===== src/rtl/sctx_pkg.sv =====
// constants of the smart card transmit control block
// assumes an axi4-lite master, 32-bit data, 20-bit byte address
package sctx_pkg;
  // ***********************************************
  // register map: index, byte address = index * 4
  // ***********************************************
  localparam logic [19:0] CTL_IDX  = 20'h0FE06;
  localparam logic [19:0] DATA_IDX = 20'h0FE07;
  localparam logic [19:0] CFG_IDX  = 20'h0FE0B;
  localparam logic [19:0] CTL_ADDR  = {CTL_IDX[17:0], 2'b00};
  localparam logic [19:0] DATA_ADDR = {DATA_IDX[17:0], 2'b00};
  localparam logic [19:0] CFG_ADDR  = {CFG_IDX[17:0], 2'b00};
  // ***********************************************
  // control/status bit positions
  // ***********************************************
  localparam int B_TWO_WIRE = 7;
  localparam int B_FULL     = 5;
  localparam int B_EMPTY    = 4;
  localparam int B_UNDER    = 3;
  localparam int B_FINAL    = 2;
  localparam int B_DIR      = 1;
  localparam int B_BRK      = 0;
  // configuration bit positions
  localparam int C_SYNC   = 0;
  localparam int C_BLOCK  = 1;
  localparam int C_CRC_EN = 2;
  localparam int C_CRC16  = 3;
  localparam int C_IO     = 4;
  // ***********************************************
  // reset values, fifo, frame, checksum
  // ***********************************************
  localparam logic [7:0]  CTL_RST    = 8'h00;
  localparam logic [7:0]  CFG_RST    = 8'h00;
  localparam logic [7:0]  DATA_RST   = 8'h00;
  localparam int          FIFO_DEPTH = 4;
  localparam logic [2:0]  FIFO_FULL  = 3'h4;
  localparam logic [3:0]  BIT_PAR    = 4'h9;
  localparam logic [3:0]  BIT_LAST   = 4'hB;
  localparam logic [15:0] CRC_INIT   = 16'hFFFF;
  localparam logic [15:0] CRC_POLY   = 16'h1021;
  localparam logic [1:0]  RESP_OK    = 2'h0;
  localparam logic [1:0]  RESP_ERR   = 2'h2;
endpackage


===== src/rtl/sctx_top.sv =====
// smart card transmit control: fifo, serialiser, checksum, status
// assumes axi4-lite master on clk; card clock and io arrive async
//
// Functional notes
// sync two-wire mode drives firmware io bit; the code does so only while rlen_at_limit is high
// full flag while full, event on fill
// firmware never writes a full fifo
// empty flag mirrors fifo; transmit when queued
// block mode: empty after checksum sent
// character mode: empty after final character
// event when fifo runs empty
// underrun flag when empty without mark
// underrun clears on read, error interrupt
// firmware sets mark after last byte
// block mode appends checksum after mark
// direction bit selects transmit, enables engine
// firmware selects receive before interface switch
// direction change restarts checksum
// early receive waits for empty fifo
// break flag, clears on read, error
// data writes push into fifo
// data reads pop fifo entry
// control register resets to zero
// full/empty derived from occupancy count
//
// The implementer's own choice: register access over AXI4-Lite.
`timescale 1ns/1ps
module sctx_top (
  input  wire logic        clk,
  input  wire logic        sys_rst,
  input  wire logic        ce,
  input  wire logic [19:0] awaddr,
  input  wire logic        awvalid,
  output logic             awready,
  input  wire logic [31:0] wdata,
  input  wire logic [3:0]  wstrb,
  input  wire logic        wvalid,
  output logic             wready,
  output logic [1:0]       bresp,
  output logic             bvalid,
  input  wire logic        bready,
  input  wire logic [19:0] araddr,
  input  wire logic        arvalid,
  output logic             arready,
  output logic [31:0]      rdata,
  output logic [1:0]       rresp,
  output logic             rvalid,
  input  wire logic        rready,
  input  wire logic        card_clk,
  input  wire logic        io_in,
  output logic             io_out,
  output logic             io_oe,
  input  wire logic        rlen_at_limit,
  output logic             tx_event_irq,
  output logic             tx_error_irq
);
  // ***********************************************
  // state
  // ***********************************************
  typedef struct packed {
    logic [3:0][7:0] fifo;
    logic [1:0]      wp;
    logic [1:0]      rp;
    logic [2:0]      cnt;
    logic [7:0]      ctl;
    logic [7:0]      cfg;
    logic            pend_rx;
    logic            busy;
    logic            is_crc;
    logic [9:0]      sh;
    logic [3:0]      bitn;
    logic [15:0]     crc;
    logic [1:0]      crc_pend;
    logic            crc_sent;
    logic [2:0]      ck;
    logic [1:0]      iod;
    logic            io_out;
    logic            io_oe;
    logic            ev;
    logic            err;
    logic            awr;
    logic            bv;
    logic [1:0]      br;
    logic            arr;
    logic            rv;
    logic [1:0]      rr;
    logic [7:0]      rd;
    logic            live;
  } sctx_state_t;

  sctx_state_t s;
  sctx_state_t next_s;

  // one checksum byte step, msb first
  function automatic logic [15:0] sctx_crc(input logic [15:0] c, input logic [7:0] d);
    logic [15:0] r;
    r = c;
    for (int i = 7; i >= 0; i--) begin
      r = (r[15] ^ d[i]) ? ((r << 1) ^ sctx_pkg::CRC_POLY) : (r << 1);
    end
    return r;
  endfunction

  // ***********************************************
  // next state
  // ***********************************************
  always_comb begin
    logic       tx_mode;
    logic       edge_ck;
    logic       manual;
    logic       push;
    logic       pop;
    logic       done;
    logic       need_crc;
    logic       empty;
    logic [7:0] b;
    edge_ck = s.ck[1] & ~s.ck[2];
    // effective direction
    // early receive held
    tx_mode = s.ctl[sctx_pkg::B_DIR] | s.pend_rx;
    // firmware io bit source
    manual = s.cfg[sctx_pkg::C_SYNC] & s.ctl[sctx_pkg::B_TWO_WIRE] & rlen_at_limit;
    need_crc = s.cfg[sctx_pkg::C_BLOCK] & s.cfg[sctx_pkg::C_CRC_EN] & ~s.crc_sent;
    // empty waits for checksum
    // empty waits for final character
    empty = (s.cnt == 3'h0) && !(s.ctl[sctx_pkg::B_FINAL]
            && (s.busy || s.crc_pend != 2'h0 || need_crc));
    next_s = s;
    push = 1'b0;
    pop = 1'b0;
    done = 1'b0;
    b = 8'h00;
    next_s.ev = 1'b0;
    next_s.err = 1'b0;
    next_s.live = 1'b1; // no empty event for reset settling
    // card clock: ck[0] feeds ck[1] only, ck[2] keeps last level
    next_s.ck = {s.ck[1], s.ck[0], card_clk};
    next_s.iod = {s.iod[0], io_in};
    // bus write: address and data taken together
    next_s.awr = ~s.awr & awvalid & wvalid & ~s.bv;
    if (s.bv && bready) begin
      next_s.bv = 1'b0;
    end
    if (s.awr) begin
      next_s.bv = 1'b1;
      next_s.br = sctx_pkg::RESP_OK;
      if (awaddr == sctx_pkg::CTL_ADDR) begin
        if (wstrb[0]) begin
          next_s.ctl[sctx_pkg::B_TWO_WIRE] = wdata[sctx_pkg::B_TWO_WIRE];
          next_s.ctl[sctx_pkg::B_FINAL] = wdata[sctx_pkg::B_FINAL];
          next_s.ctl[sctx_pkg::B_DIR] = wdata[sctx_pkg::B_DIR];
          if (!wdata[sctx_pkg::B_FINAL]) begin
            next_s.crc_sent = 1'b0;
          end
          // restart checksum
          if (wdata[sctx_pkg::B_DIR] != s.ctl[sctx_pkg::B_DIR]) begin
            next_s.crc = s.cfg[sctx_pkg::C_CRC16] ? sctx_pkg::CRC_INIT : 16'h0000;
            next_s.crc_sent = 1'b0;
            next_s.crc_pend = 2'h0;
          end
          // defer receive until empty
          if (!wdata[sctx_pkg::B_DIR] && s.ctl[sctx_pkg::B_FINAL]
              && !s.ctl[sctx_pkg::B_EMPTY]) begin
            next_s.pend_rx = 1'b1;
          end
        end
      end else if (awaddr == sctx_pkg::DATA_ADDR) begin
        // push written byte
        push = wstrb[0] && (s.cnt != sctx_pkg::FIFO_FULL);
        if (push) begin
          next_s.fifo[s.wp] = wdata[7:0];
          next_s.wp = s.wp + 2'h1;
        end
      end else if (awaddr == sctx_pkg::CFG_ADDR) begin
        if (wstrb[0]) begin
          next_s.cfg = {3'h0, wdata[4:0]};
        end
      end else begin
        next_s.br = sctx_pkg::RESP_ERR;
      end
    end
    // bus read
    next_s.arr = ~s.arr & arvalid & ~s.rv;
    if (s.rv && rready) begin
      next_s.rv = 1'b0;
    end
    if (s.arr) begin
      next_s.rv = 1'b1;
      next_s.rr = sctx_pkg::RESP_OK;
      next_s.rd = 8'h00;
      if (araddr == sctx_pkg::CTL_ADDR) begin
        next_s.rd = s.ctl;
        // underrun clears on read
        // break clears on read
        next_s.ctl[sctx_pkg::B_UNDER] = 1'b0;
        next_s.ctl[sctx_pkg::B_BRK] = 1'b0;
      end else if (araddr == sctx_pkg::DATA_ADDR) begin
        // read pops entry
        next_s.rd = s.fifo[s.rp];
        pop = (s.cnt != 3'h0);
      end else if (araddr == sctx_pkg::CFG_ADDR) begin
        next_s.rd = s.cfg;
      end else begin
        next_s.rr = sctx_pkg::RESP_ERR;
      end
    end
    // serialiser: one bit per card clock rising edge
    if (manual) begin
      next_s.io_out = s.cfg[sctx_pkg::C_IO];
      next_s.io_oe = 1'b1;
    end else if (!tx_mode) begin
      next_s.io_oe = 1'b0;
      next_s.io_out = 1'b0;
    end else if (edge_ck && s.busy) begin
      next_s.bitn = s.bitn + 4'h1;
      if (s.bitn < sctx_pkg::BIT_PAR) begin
        next_s.io_out = s.sh[1];
        next_s.sh = {1'b1, s.sh[9:1]};
      end else if (s.bitn == sctx_pkg::BIT_PAR) begin
        next_s.io_oe = 1'b0;
      end else if (s.bitn == sctx_pkg::BIT_LAST) begin
        next_s.busy = 1'b0;
        done = 1'b1;
      end
    end else if (edge_ck && !pop && (s.cnt != 3'h0 || s.crc_pend != 2'h0)) begin
      // queued data sent
      if (s.crc_pend != 2'h0) begin
        b = (s.cfg[sctx_pkg::C_CRC16] && s.crc_pend == 2'h2) ? s.crc[15:8] : s.crc[7:0];
        next_s.crc_pend = s.crc_pend - 2'h1;
        next_s.is_crc = 1'b1;
      end else begin
        b = s.fifo[s.rp];
        pop = 1'b1;
        next_s.is_crc = 1'b0;
        next_s.crc = s.cfg[sctx_pkg::C_CRC16] ? sctx_crc(s.crc, b)
                                              : {8'h00, s.crc[7:0] ^ b};
      end
      next_s.sh = {^b, b, 1'b0};
      next_s.io_out = 1'b0;
      next_s.io_oe = 1'b1;
      next_s.busy = 1'b1;
      next_s.bitn = 4'h0;
    end else if (!s.busy) begin
      next_s.io_out = 1'b1;
      next_s.io_oe = 1'b1;
    end
    if (pop) begin
      next_s.rp = s.rp + 2'h1;
    end
    // occupancy count
    next_s.cnt = s.cnt + {2'h0, push} - {2'h0, pop};
    // end of character: card pulls guard low on parity error
    if (done) begin
      if (!s.iod[1]) begin
        // break on guard
        next_s.ctl[sctx_pkg::B_BRK] = 1'b1;
        next_s.err = 1'b1;
      end else if (!s.is_crc && s.cnt == 3'h0) begin
        if (!s.ctl[sctx_pkg::B_FINAL]) begin
          // underrun, nothing else
          next_s.ctl[sctx_pkg::B_UNDER] = 1'b1;
          next_s.err = 1'b1;
        end else if (need_crc) begin
          // append checksum
          next_s.crc_pend = s.cfg[sctx_pkg::C_CRC16] ? 2'h2 : 2'h1;
          next_s.crc_sent = 1'b1;
        end
      end
    end
    next_s.ctl[sctx_pkg::B_EMPTY] = empty;
    next_s.ctl[sctx_pkg::B_FULL] = (s.cnt == sctx_pkg::FIFO_FULL);
    // event on going full
    // event on going empty
    if ((empty && !s.ctl[sctx_pkg::B_EMPTY] && s.live)
        || (s.cnt == sctx_pkg::FIFO_FULL && !s.ctl[sctx_pkg::B_FULL])) begin
      next_s.ev = 1'b1;
    end
    if (empty) begin
      next_s.pend_rx = 1'b0;
    end
  end

  // ***********************************************
  // registers
  // ***********************************************
  // all zero after reset
  always_ff @(posedge clk) begin
    if (sys_rst) begin
      s <= '0;
    end else if (ce) begin
      s <= next_s;
    end
  end

  // outputs straight from the state
  assign awready = s.awr;
  assign wready = s.awr;
  assign bvalid = s.bv;
  assign bresp = s.br;
  assign arready = s.arr;
  assign rvalid = s.rv;
  assign rresp = s.rr;
  assign rdata = {24'h000000, s.rd};
  assign io_out = s.io_out;
  assign io_oe = s.io_oe;
  assign tx_event_irq = s.ev;
  assign tx_error_irq = s.err;

  // end-of-character strobe for the read-clear check
  logic done_w;
  assign done_w = s.busy && (s.ck[1] & ~s.ck[2]) && s.bitn == sctx_pkg::BIT_LAST;
endmodule


===== config.mk =====
export PLATFORM = sky130hd
export DESIGN_NAME = sctx_top
export DESIGN_NICKNAME = d
export VERILOG_FILES = /design/src/rtl/sctx_pkg.sv /design/src/rtl/sctx_top.sv
export SDC_FILE = /design/constraint.sdc
export NUM_CORES = 1
export LEC_CHECK = 0
export BUFFER_PORTS_ARGS = -buffer_cell sky130_fd_sc_hd__buf_2
export CORE_UTILIZATION = 36
export DETAILED_ROUTE_END_ITERATION = 8
export REMOVE_ABC_BUFFERS = 1
export SLEW_MARGIN = 10
export SYNTH_ARGS = -nofsm -noshare
export SYNTH_HDL_FRONTEND = slang
export SYNTH_SLANG_ARGS = --single-unit

===== constraint.sdc =====
create_clock -name clk -period 5.1 [get_ports clk]
set_input_delay 1.02 -clock clk [delete_from_list [all_inputs] [get_ports clk]]
set_output_delay 1.02 -clock clk [all_outputs]
set_load 0.03 [all_outputs]

; After elaboration in Yosys (flattened, before gate mapping)
; Cells that the tools add are included.
; Widths: inputs -> output; s select.
[totals]
ramBits = 0
mem_count = 0
rom_bits = 0
latch_bits = 0
output_inout_bits = 45
ff_bits = 113
wordCells = 255
[op_classes]
div_mod_pow = 0
n_addsub = 6
n_lt_le_gt_ge = 4
bitwise_logic = 38
shifts = 0
n_mul = 0
eq_ne = 20
n_reduce_logical = 52
n_mux = 103
[op_table]
columns = cell, n
row1 = $eq 20x18->1 const B, 6
row2 = $mux 13, 8
row3 = $mux 8, 10
row4 = $mux 19, 4
row5 = $mux 18, 3
row6 = $mux 1, 48
row7 = $mux 16, 3
row8 = $mux 34, 1
row9 = $bwmux 32, 1
row10 = $mux 2, 13
row11 = $not 3->3, 8
row12 = $reduce_and 5->1, 4
row13 = $mux 3, 6
row14 = $bmux 8 s2, 1
row15 = $demux 8 s2, 1
row16 = $logic_and 1x1->1, 16
row17 = $reduce_bool 2->1, 8
row18 = $mux 14, 1
row19 = $ne 4x4->1 const B, 3
row20 = $reduce_and 4->1, 3
row21 = $mux 11, 1
row22 = $and 1x1->1, 10
row23 = $mux 10, 1
row24 = $not 1->1, 10
row25 = other kinds (28), 53

; Logic depth before layout (Yosys ltp)
; Gate-level depths: netlist of run 1.
[depth]
ltp_word = 29
depth_mapped = 15
depth_no_buf = 13

; Least setup slack after synthesis of run 1
; No wires, ideal clock.
[synth_timing]
path_kind = input -> register
start = in araddr[9]
end = reg s[80] (netlist bit)
setup_slack_ps = 1091
t_arrival_ps = 3882
path_stages = 13
path_cell_list = or4b_1 or4_4 or4_4 nand2_1 ha_1 inv_1 ha_1 inv_1 fa_1 xnor2_1 nor2_1 xnor2_1 nor2_1
[synth_via]
elab_chain_cells = 12
word_cells_on_any_way = 14
classes_between = 1 x add/sub / 2 x eq/ne / 8 x mux / 3 x reduce/logical
[synth_lines]
columns = item, line
row1 = start: declaration, sctx_top.sv:42  ; input wire logic [19:0] araddr,
row2 = $eq 20x18->1, sctx_top.sv:197  ; end else if (araddr == sctx_pkg::DATA_ADDR) begin
row3 = $mux 1, sctx_top.sv:197
row4 = $mux 1 (*), sctx_top.sv:191  ; if (araddr == sctx_pkg::CTL_ADDR) begin
row5 = $mux 1 (*), sctx_top.sv:187  ; if (s.arr) begin
row6 = $logic_not 1->1, sctx_top.sv:225  ; end else if (edge_ck && !pop && (s.cnt != 3'h0 || s.crc_pend != 2'h0)) begin
row7 = $logic_and 1x1->1 (2 in series), sctx_top.sv:225
row8 = $mux 1, sctx_top.sv:225
row9 = $mux 1, sctx_top.sv:214  ; end else if (edge_ck && s.busy) begin
row10 = $mux 1, sctx_top.sv:211  ; end else if (!tx_mode) begin
row11 = $mux 1 (*), sctx_top.sv:208  ; if (manual) begin
row12 = $sub 3x1->3 (*), sctx_top.sv:251  ; next_s.cnt = s.cnt + {2'h0, push} - {2'h0, pop};
row13 = end signal: assignment, sctx_top.sv:291  ; s <= next_s;
row14 = end: declaration, sctx_top.sv:91  ; sctx_state_t s;
; Mark *: on every way between the ends. The rest lies on a longest branch, timed or not.
; A chain may end at the register's enable or synchronous reset.

; Worst setup path in the final report of run 1
; Same ends and word-level chain as after synthesis.

==> results of run 1 <==
==> per-layer routing <==
metal / global-route usage (%) / vias to the layer above
li1: - / 2691
met1: 24.0 / 2506
met2: 29.4 / 125
met3: 3.10 / 36
met4: 10.7 / 0
met5: 0 / -
==> metrics by stage <==
| step | total power, uW | area [sq um] | instances | util (%) |
|---|---|---|---|---|
| floorplan | 981 | 5780 | 707 | - |
| global placement | 1050 | 6500 | 1012 | 39.0 |
| detailed placement | 1050 | 6500 | 1012 | 39.0 |
| CTS | 1770 | 6790 | 1028 | 40.8 |
| global route | 1820 | 6790 | 1028 | 40.8 |
| finish | 1750 | 6790 | 1028 | 40.8 |
==> critical path, stage by stage <==
cell,delay (ns)
buf_2,0.09
or4b_1,0.52
or4_4,0.51
or4_4,0.56
nand2_1,0.19
ha_1,0.26
inv_1,0.07
ha_1,0.15
inv_1,0.06
fa_1,0.38
xnor2_1,0.13
nor2_1,0.11
xnor2_1,0.13
nor2_1,0.05
==> worst min-delay path by stage <==
stage                 from      to  slack [ns]
floorplan           s[109]  s[109]        0.42
finish              s[102]  s[102]        0.45
CTS                  s[85]   s[85]        0.45
global placement     s[88]   s[88]        0.44
global route         s[85]   s[85]        0.47
detailed placement   s[94]   s[94]        0.44
==> synthesized netlist by cell type, drive strengths merged (5+ instances only) <==
library cell	number
a21oi	74
nor4b	7
mux2i	20
a211o	5
or2	7
xor2	12
a22o	6
o21ai	20
ha	9
a22oi	13
xnor2	25
nand3b	7
inv	9
a211oi	12
nor2	79
o211ai	6
buf	48
nand2b	13
nor3b	10
and2	6
o2111ai	5
nand3	21
or3	7
nor2b	5
dfxtp	110
nand4	8
mux2	8
clkbuf	29
nor3	15
and3	6
nand2	116
==> layout make-up <==
cell class / count / area [sq um]
clock buffer: 10 / 229
clock inverter: 6 / 67.6
fill: 1696 / 9850
inverter: 9 / 33.8
multi-input combinational: 588 / 3540
sequential: 110 / 2200
tap: 220 / 275
timing repair buffer: 85 / 445
==> power breakdown <==
group	internal (uW)	switching, uW	total, uW
Combinational	48.8	105	154
Sequential	867	9.26	877
Clock	384	336	720
Total	1300	450	1750
==> logic make-up (layout without fill, tap and decap cells) <==
| group | Yosys count | in the layout |
|---|---|---|
| muxes | 32 | 32 |
| DFF | 110 | 110 |
| AOI/OAI and AO/OA | 164 | 164 |
| buffers and inverters | 86 | 110 |
| and+or+nand+nor | 319 | 319 |
| other | 1 | 26 |
| xor gates and xnor gates | 37 | 37 |
| adders and majority gates | 10 | 10 |
==> run metrics, run 1 <==
final net count 900; Setup Viol. Count Final 0; synth-to-layout area growth 10.0%; Synth Area in Adders around 2.1%; Post-Synthesis Cells 759; clock tree sinks 110; root buffer cell clkbuf_16; Setup CP Type in2reg; area share of the largest cell type after synthesis 35.7%; Total GRT Usage 18.6%; Fin Setup TNS 0 ns; Worst Clk Skew between 0.01 and 0.015 ns; Worst Hold Class reg2reg; critical path launch point araddr[9]; total wire length between 15000 and 20000 um; post-synthesis mux area share around 6.2%; initial antenna violation count 0; largest net degree at the start of global routing 70; fin crit share slightly below 80%; synthesis-stage register bit count 110; Area contributors post-synth dfxtp_1 36%, nand2_1 7.1%, a21oi_1 5.8%; Power Dens Cells roughly 260 mW/mm^2; H-tree levels 3; Starting Density a little under two fifths; global-route wire length before repair 26100 um; Final Hold Vio Count 0; FFs w/ async S/R, synth 0%; GR Overflow Total 0; chip height roughly 130 um; crit path DAT about 4.2 ns; core area 0.0166 sq mm; Max Used Layer met4; number of port buffers 78; synth warn 0; CP Launch Type primary input; XOR/XNOR share of the synthesized area under 10%; Die ar. around 0.018 sq mm; min cycle time layout around 4.0 ns; clk_lat worst skew approximately 0.36 ns; Post-CTS Setup Repair Bufs 0; vias in the first global route around 5000; max reg flops 89; R2R Setup Slk about 2 ns; simple-gate area share of the yosys netlist around a quarter; Vias around 5400; sequential share of the synthesized area 35.7%; FF-to-FF Start next_s[25]; via-per-instance ratio 5.21; clock buffer depth 2; hold_ws about 0.45 ns; largest family of logic cells by synthesized area simple AND/OR/NAND/NOR gates; Max-Cap Viols 0; CP max FO 4; post-route DRC violation count 0; Ant. Diodes 0; Met3 Routed Length around 710 um; Top reg by flops s; Final Max Slew Viols 0; unrepaired setup endpoints after global routing false; Final GP Congestion between 0.8 and 0.9; drt wl/cell 15.6 um; worst slack, placed ~0.74 ns; critical path required time around 5.3 ns; EDFF count, synth 0; drt initial violations 293; First-pass DRT Iterations 5; layout cells sized above 1 between 10% and 20%; Slew Limit Headroom about a third; Worst-path clk slew roughly 0.07 ns; commonest non-fill, non-tap cell in the layout nand2_1; DP Wirelength 11400 um; syn_area_per_cell about 8.1 sq um; peak supply drop roughly 180 uV; Post-Syn Area just over 0.006 sq mm; reg2reg end s[80]; WHS Path Cells 2; P_leak about 0.0025 uW; R2R depth 13; Worst Tran Pin Value about 1 ns; hold bufs inserted after CTS 0; Critical Path End s[80]; synth unique cells slightly above 60; metal2 WL 7190 um; CTS tree built; commonest cells after routing, fill and taps aside 116 x nand2_1, 110 x dfxtp_1, 78 x nor2_1; DRT met1 WL 7480 um; die width 133 um; cell taking the most area after synthesis dfxtp_1; Fmax 249 MHz; row cnt 47; Post-CTS Resized 0; outcome complete, no violations; io pins 132; Crit. End Element register; compound-cell area share of the yosys netlist between 10% and 20%; top_reg_cell synth dfxtp_1; fin worst setup slack between 1 and 1.5 ns; remaining antenna violation count after routing 0; CTS Buf Count 9
(Power assumes the default switching activity.)
==> inputs of run 2 (changes only) <==
clock period = 3.6 ns   (was 5.1 ns; I/O delays follow)
==> run metrics, run 2 (synthesized netlist as in run 1, its figures left out) <==
Slew Limit Headroom 36.8% (+3.2 points); WHS Path Cells 2 (unchanged); via-per-instance ratio 5.18 (-0.69%); Fmax approximately 290 MHz; Final Max Slew Viols 0 (unchanged); Filler Cell Count 1672 (-1.4%); total wire length 16300 um (+1.6%); H-tree levels 3 (unchanged); critical path launch point araddr[9]; root buffer cell clkbuf_16; Setup Viol. Count Final 0 (unchanged); Fin Setup TNS 0 ns (unchanged); drt wl/cell 15.6 um (about the same); remaining antenna violation count after routing 0 (unchanged); DP Wirelength 11800 um (+3.0%); clk_lat worst skew 0.36 ns (about the same); Multi-input gate area 0.00354 sq mm (+0.14%); Worst-path clk slew 0.08 ns (about the same); Power Total 2460 uW (+40%); die width 133 um (unchanged); commonest non-fill, non-tap cell in the layout nand2_1; outcome complete, no violations; slowest stage cell, crit path or4_4; R2R Setup Slk 0.73 ns (-1.30 ns); Post-CTS Setup Repair Bufs 0 (unchanged); clock tree sinks 110 (unchanged); vias in the first global route 4994 (-2.5%); Finished Core Util 41.5% (+0.72 points); P_leak 0.00263 uW (+3.3%); CTS tree built; max reg flops 89 (unchanged); reg2reg end s[35]; Net Sw Frac 26.5% (+0.82 points); number of port buffers 78 (unchanged); unrepaired setup endpoints after global routing false; chip height 133 um (unchanged); fin crit share between 90 and 100%; slowest stage delay, CP 0.53 ns (-0.03 ns); row cnt 47 (unchanged); Power Dens Cells 355 mW/mm^2 (+38%); FF-to-FF Start s[82]; CP Launch Type primary input; fin worst setup slack 0.132 ns (-0.949 ns); sequential share of power 50.5% (+0.4 points); post-route DRC violation count 0 (unchanged); drt initial violations 287 (-2.0%); worst slack, placed -0.297 ns (-1.04 ns); Storage cell area 0.00220 sq mm (unchanged); Final GP Congestion 0.810 (-0.21%); Top reg by flops s; Die ar. 0.0177 sq mm (unchanged); peak supply drop 317 uV (+79%); First-pass DRT Iterations 5 (unchanged); CP max FO 2 (-2); NetSw 652 uW (+45%); crit path DAT 3.69 ns (-0.54 ns); R2R depth 7 (-6); initial antenna violation count 0 (unchanged); layout cells sized above 1 18.2% (+2.0 points); Worst path top cell family by delay simple AND/OR/NAND/NOR gates; global-route wire length before repair 26200 um (+0.40%); final net count 916 (+1.8%); hold bufs inserted after CTS 0 (unchanged); Worst Clk Skew 0.00695 ns (-0.00308 ns); GR Overflow Total 0 (unchanged); Worst Hold Class reg2reg; commonest cells after routing, fill and taps aside 115 x nand2_1, 110 x dfxtp_1, 78 x nor2_1; largest net degree at the start of global routing 70 (unchanged); Max-Cap Viols 0 (unchanged); Ant. Diodes 0 (unchanged); CTS Buf Count 9 (unchanged); CP Cell Sequence buf_2 > or4b_1 > or4_4 > or4_4 > nand2_2 > ha_1 > inv_1 > ha_1 > inv_1 > fa_2 > xnor2_1 > nor2_1 > xnor2_1 > nor2_1; Logic pwr share 9.0% (+0.2 points); internal power 1800 uW (+39%); Final Hold Vio Count 0 (unchanged); Starting Density 37.1% (unchanged); Total GRT Usage 18.7% (+0.081 points); clock buffer depth 2 (unchanged); Worst Tran Pin Value 0.943 ns (-0.0515 ns); hold_ws 0.451 ns (+0.000507 ns); critical path required time 3.82 ns (-1.50 ns); Vias 5404 (+0.86%); synth-to-layout area growth 12.0%; buffers plus inverters on the worst setup path 3 (unchanged); Clock Power Share 40.4% (-0.7 points); Crit path depth 14 (unchanged); Crit. End Element register; Setup CP Type in2reg; min cycle time layout around 3.5 ns; Critical Path End s[80]; io pins 132 (unchanged); core area 0.0166 sq mm (unchanged)
## run 2: per-layer routing
layer  track usage, %  up-vias  routed length (um)
li1                 -     2724                   -
met1             25.0     2560                7610
met2             30.4      104                7720
met3             3.75       16                 653
met4             5.56        0                 299
met5                0        -                   0
## run 2: area by class of cell
class	instances	area share (%)
Multi-Input combinational cell	588	51.3
Sequential cell	110	31.9
Timing Repair Buffer	101	8.18
Tap cell	220	3.98
Clock buffer	10	3.46
Clock inverter	6	0.760
Inverter	9	0.489
## run 2: tightest hold or removal path, cell delays in order (launching register included)
cell     delay, ns
dfxtp_1       0.31
nand2_1       0.05
a21oi_1       0.05
## run 2: worst min-delay path by stage
| stage | startpoint | to |
|---|---|---|
| 2_1_floorplan | s[109] | s[109] |
| 3_3_place_gp | s[95] | s[95] |
| 3_5_place_dp | rdata[6] | rdata[6] |
| 4_1_cts | s[95] | s[95] |
| 5_1_grt | s[88] | s[88] |
| 6_report | s[100] | s[100] |
## run 2: repair_timing
item	4_1_cts	5_1_grt
resized for setup	0	2
setup endpoints to repair	0	1
hold endpoints to repair	0	0
## run 2: stage by stage
step	cells	cell area (sq um)
global placement	1028	6620
finish	1044	6910
floorplan	707	5780
detailed placement	1028	6620
global route	1044	6910
CTS	1044	6910
## run 2: power groups by stage
stage | clock (uW) | combinational [uW] | sequential [uW]
after floorplan | 0 | 110 | 1280
after global placement | 0 | 220 | 1270
after detailed placement | 0 | 221 | 1270
after CTS | 1020 | 221 | 1240
after global routing | 1060 | 241 | 1240
final | 994 | 221 | 1240
==> inputs of run 3 (changes only) <==
RECOVER_POWER = 100   (was default)
==> run metrics, run 3 (synthesized netlist as in run 1, its figures left out) <==
Power Total 2450 uW (-0.11%); CP max FO 2 (unchanged); First-pass DRT Iterations 5 (unchanged); unrepaired setup endpoints after global routing false; P_leak 0.00252 uW (-4.4%); R2R Setup Slk 0.74 ns (about the same); Worst Tran Pin Value 1.11 ns (+0.164 ns); global-route wire length before repair 26200 um (unchanged); worst slack, placed -0.297 ns (unchanged); Final GP Congestion 0.810 (unchanged); Top reg by flops s; Setup Viol. Count Final 0 (unchanged); WHS Path Cells 2 (unchanged); clk_lat worst skew 0.36 ns (about the same); core area 0.0166 sq mm (unchanged); peak supply drop 316 uV (-0.34%); hold bufs inserted after CTS 0 (unchanged); final net count 916 (unchanged); CP Launch Type primary input; remaining antenna violation count after routing 0 (unchanged); commonest cells after routing, fill and taps aside 115 x nand2_1, 110 x dfxtp_1, 78 x nor2_1; root buffer cell clkbuf_16; drt wl/cell 15.6 um (+0.15%); CTS tree built; Total GRT Usage 18.7% (unchanged); slowest stage cell, crit path or4_4; Final Max Slew Viols 0 (unchanged); GR Overflow Total 0 (unchanged); Crit. End Element register; Post-DP Area 0.00662 sq mm (unchanged); Ant. Diodes 0 (unchanged); chip height 133 um (unchanged); outcome complete, no violations; via-per-instance ratio 5.19 (+0.22%); initial antenna violation count 0 (unchanged); Worst Hold Class reg2reg; synth-to-layout area growth 10.7%; Fmax 288 MHz (about the same); final instance area 0.00684 sq mm (-1.1%); R2R depth 7 (unchanged); Die ar. 0.0177 sq mm (unchanged); slowest stage delay, CP 0.53 ns (about the same); Setup CP Type in2reg; Final Hold Vio Count 0 (unchanged); Vias 5416 (+0.22%); io pins 132 (unchanged); largest net degree at the start of global routing 70 (unchanged); fin worst setup slack 0.132 ns (+0.000133 ns); H-tree levels 3 (unchanged); max reg flops 89 (unchanged); CP Cell Sequence buf_2 > or4b_1 > or4_4 > or4_4 > nand2_2 > ha_1 > inv_1 > ha_1 > inv_1 > fa_2 > xnor2_1 > nor2_1 > xnor2_1 > nor2_1; drt initial violations 293 (+2.1%); Post-CTS Setup Repair Bufs 0 (unchanged); Max-Cap Viols 0 (unchanged); Worst path top cell family by delay simple AND/OR/NAND/NOR gates; Slew Limit Headroom 26.0% (-11 points); buffers plus inverters on the worst setup path 3 (unchanged); Starting Density 37.1% (unchanged); row cnt 47 (unchanged); Power Dens Cells 359 mW/mm^2 (+1.0%); vias in the first global route 4994 (unchanged); total wire length 16300 um (+0.15%); Worst Clk Skew 0.00681 ns (-0.000140 ns); clock buffer depth 2 (unchanged); Worst-path clk slew 0.08 ns (about the same); post-route DRC violation count 0 (unchanged); CTS Buf Count 9 (unchanged); clock tree sinks 110 (unchanged); number of port buffers 78 (unchanged); crit path DAT 3.69 ns (about the same); fin crit share 96.3% (about the same); commonest non-fill, non-tap cell in the layout nand2_1; Crit path depth 14 (unchanged); critical path required time 3.82 ns (about the same); DP Wirelength 11800 um (unchanged); min cycle time layout 3.47 ns (-0.000133 ns); die width 133 um (unchanged); layout cells sized above 1 14.1% (-4.1 points)
[run 3: cell types whose count changed in the layout (fill, tap and decap cells not counted), sizes merged]
cell / before / now
buf: 101 / 71
clkbuf: 10 / 40
[run 3: power breakdown]
part | internal (uW) | switching [uW]
clock network | 503 | 493
registers | 1230 | 13.1
logic | 68.7 | 148
[run 3: per-stage QoR]
stage	util [%]	instances	hold WS [ns]	TNS, ns
6_report	41.1	1044	0.451	0
3_3_place_gp	39.8	1028	0.436	-0.321
4_1_cts	41.5	1044	0.454	0
3_5_place_dp	39.8	1028	0.443	-0.380
2_1_floorplan	-	707	0.422	-0.0958
5_1_grt	41.1	1044	0.464	0
[run 3: per-layer routing]
metal	share of wire (%)	GRT usage, %
met3	4.1	3.75
met4	1.8	5.56
met2	47	30.4
met1	47	25.0
met5	0	0
[run 3: worst paths after layout]
| check | start | endpoint |
|---|---|---|
| worst max-delay path | araddr[9] | s[80] |
| worst min register to register | s[100] | s[100] |
| worst max register to register | s[82] | s[35] |
| worst min-delay path | s[100] | s[100] |
[run 3: cell type report]
cell class | count | area, sq um
Clock inverter | 6 | 52.6
Fill cell | 1701 | 9810
Multi-Input combinational cell | 588 | 3530
Tap cell | 220 | 275
Clock buffer | 10 | 239
Inverter | 9 | 33.8
Timing Repair Buffer | 101 | 507
Sequential cell | 110 | 2200
[run 3: timing repair]
action                                  4_1_cts  5_1_grt
endpoints found under the setup margin        0        1
gates resized for setup                       0        2
hold endpoints to repair                      0        0
[run 3: worst min-delay path, delay by kind of cell (launching register included)]
kind            cells  cell delay (ns)
compound gates      1             0.05
simple gates        1             0.05
flops               1             0.31
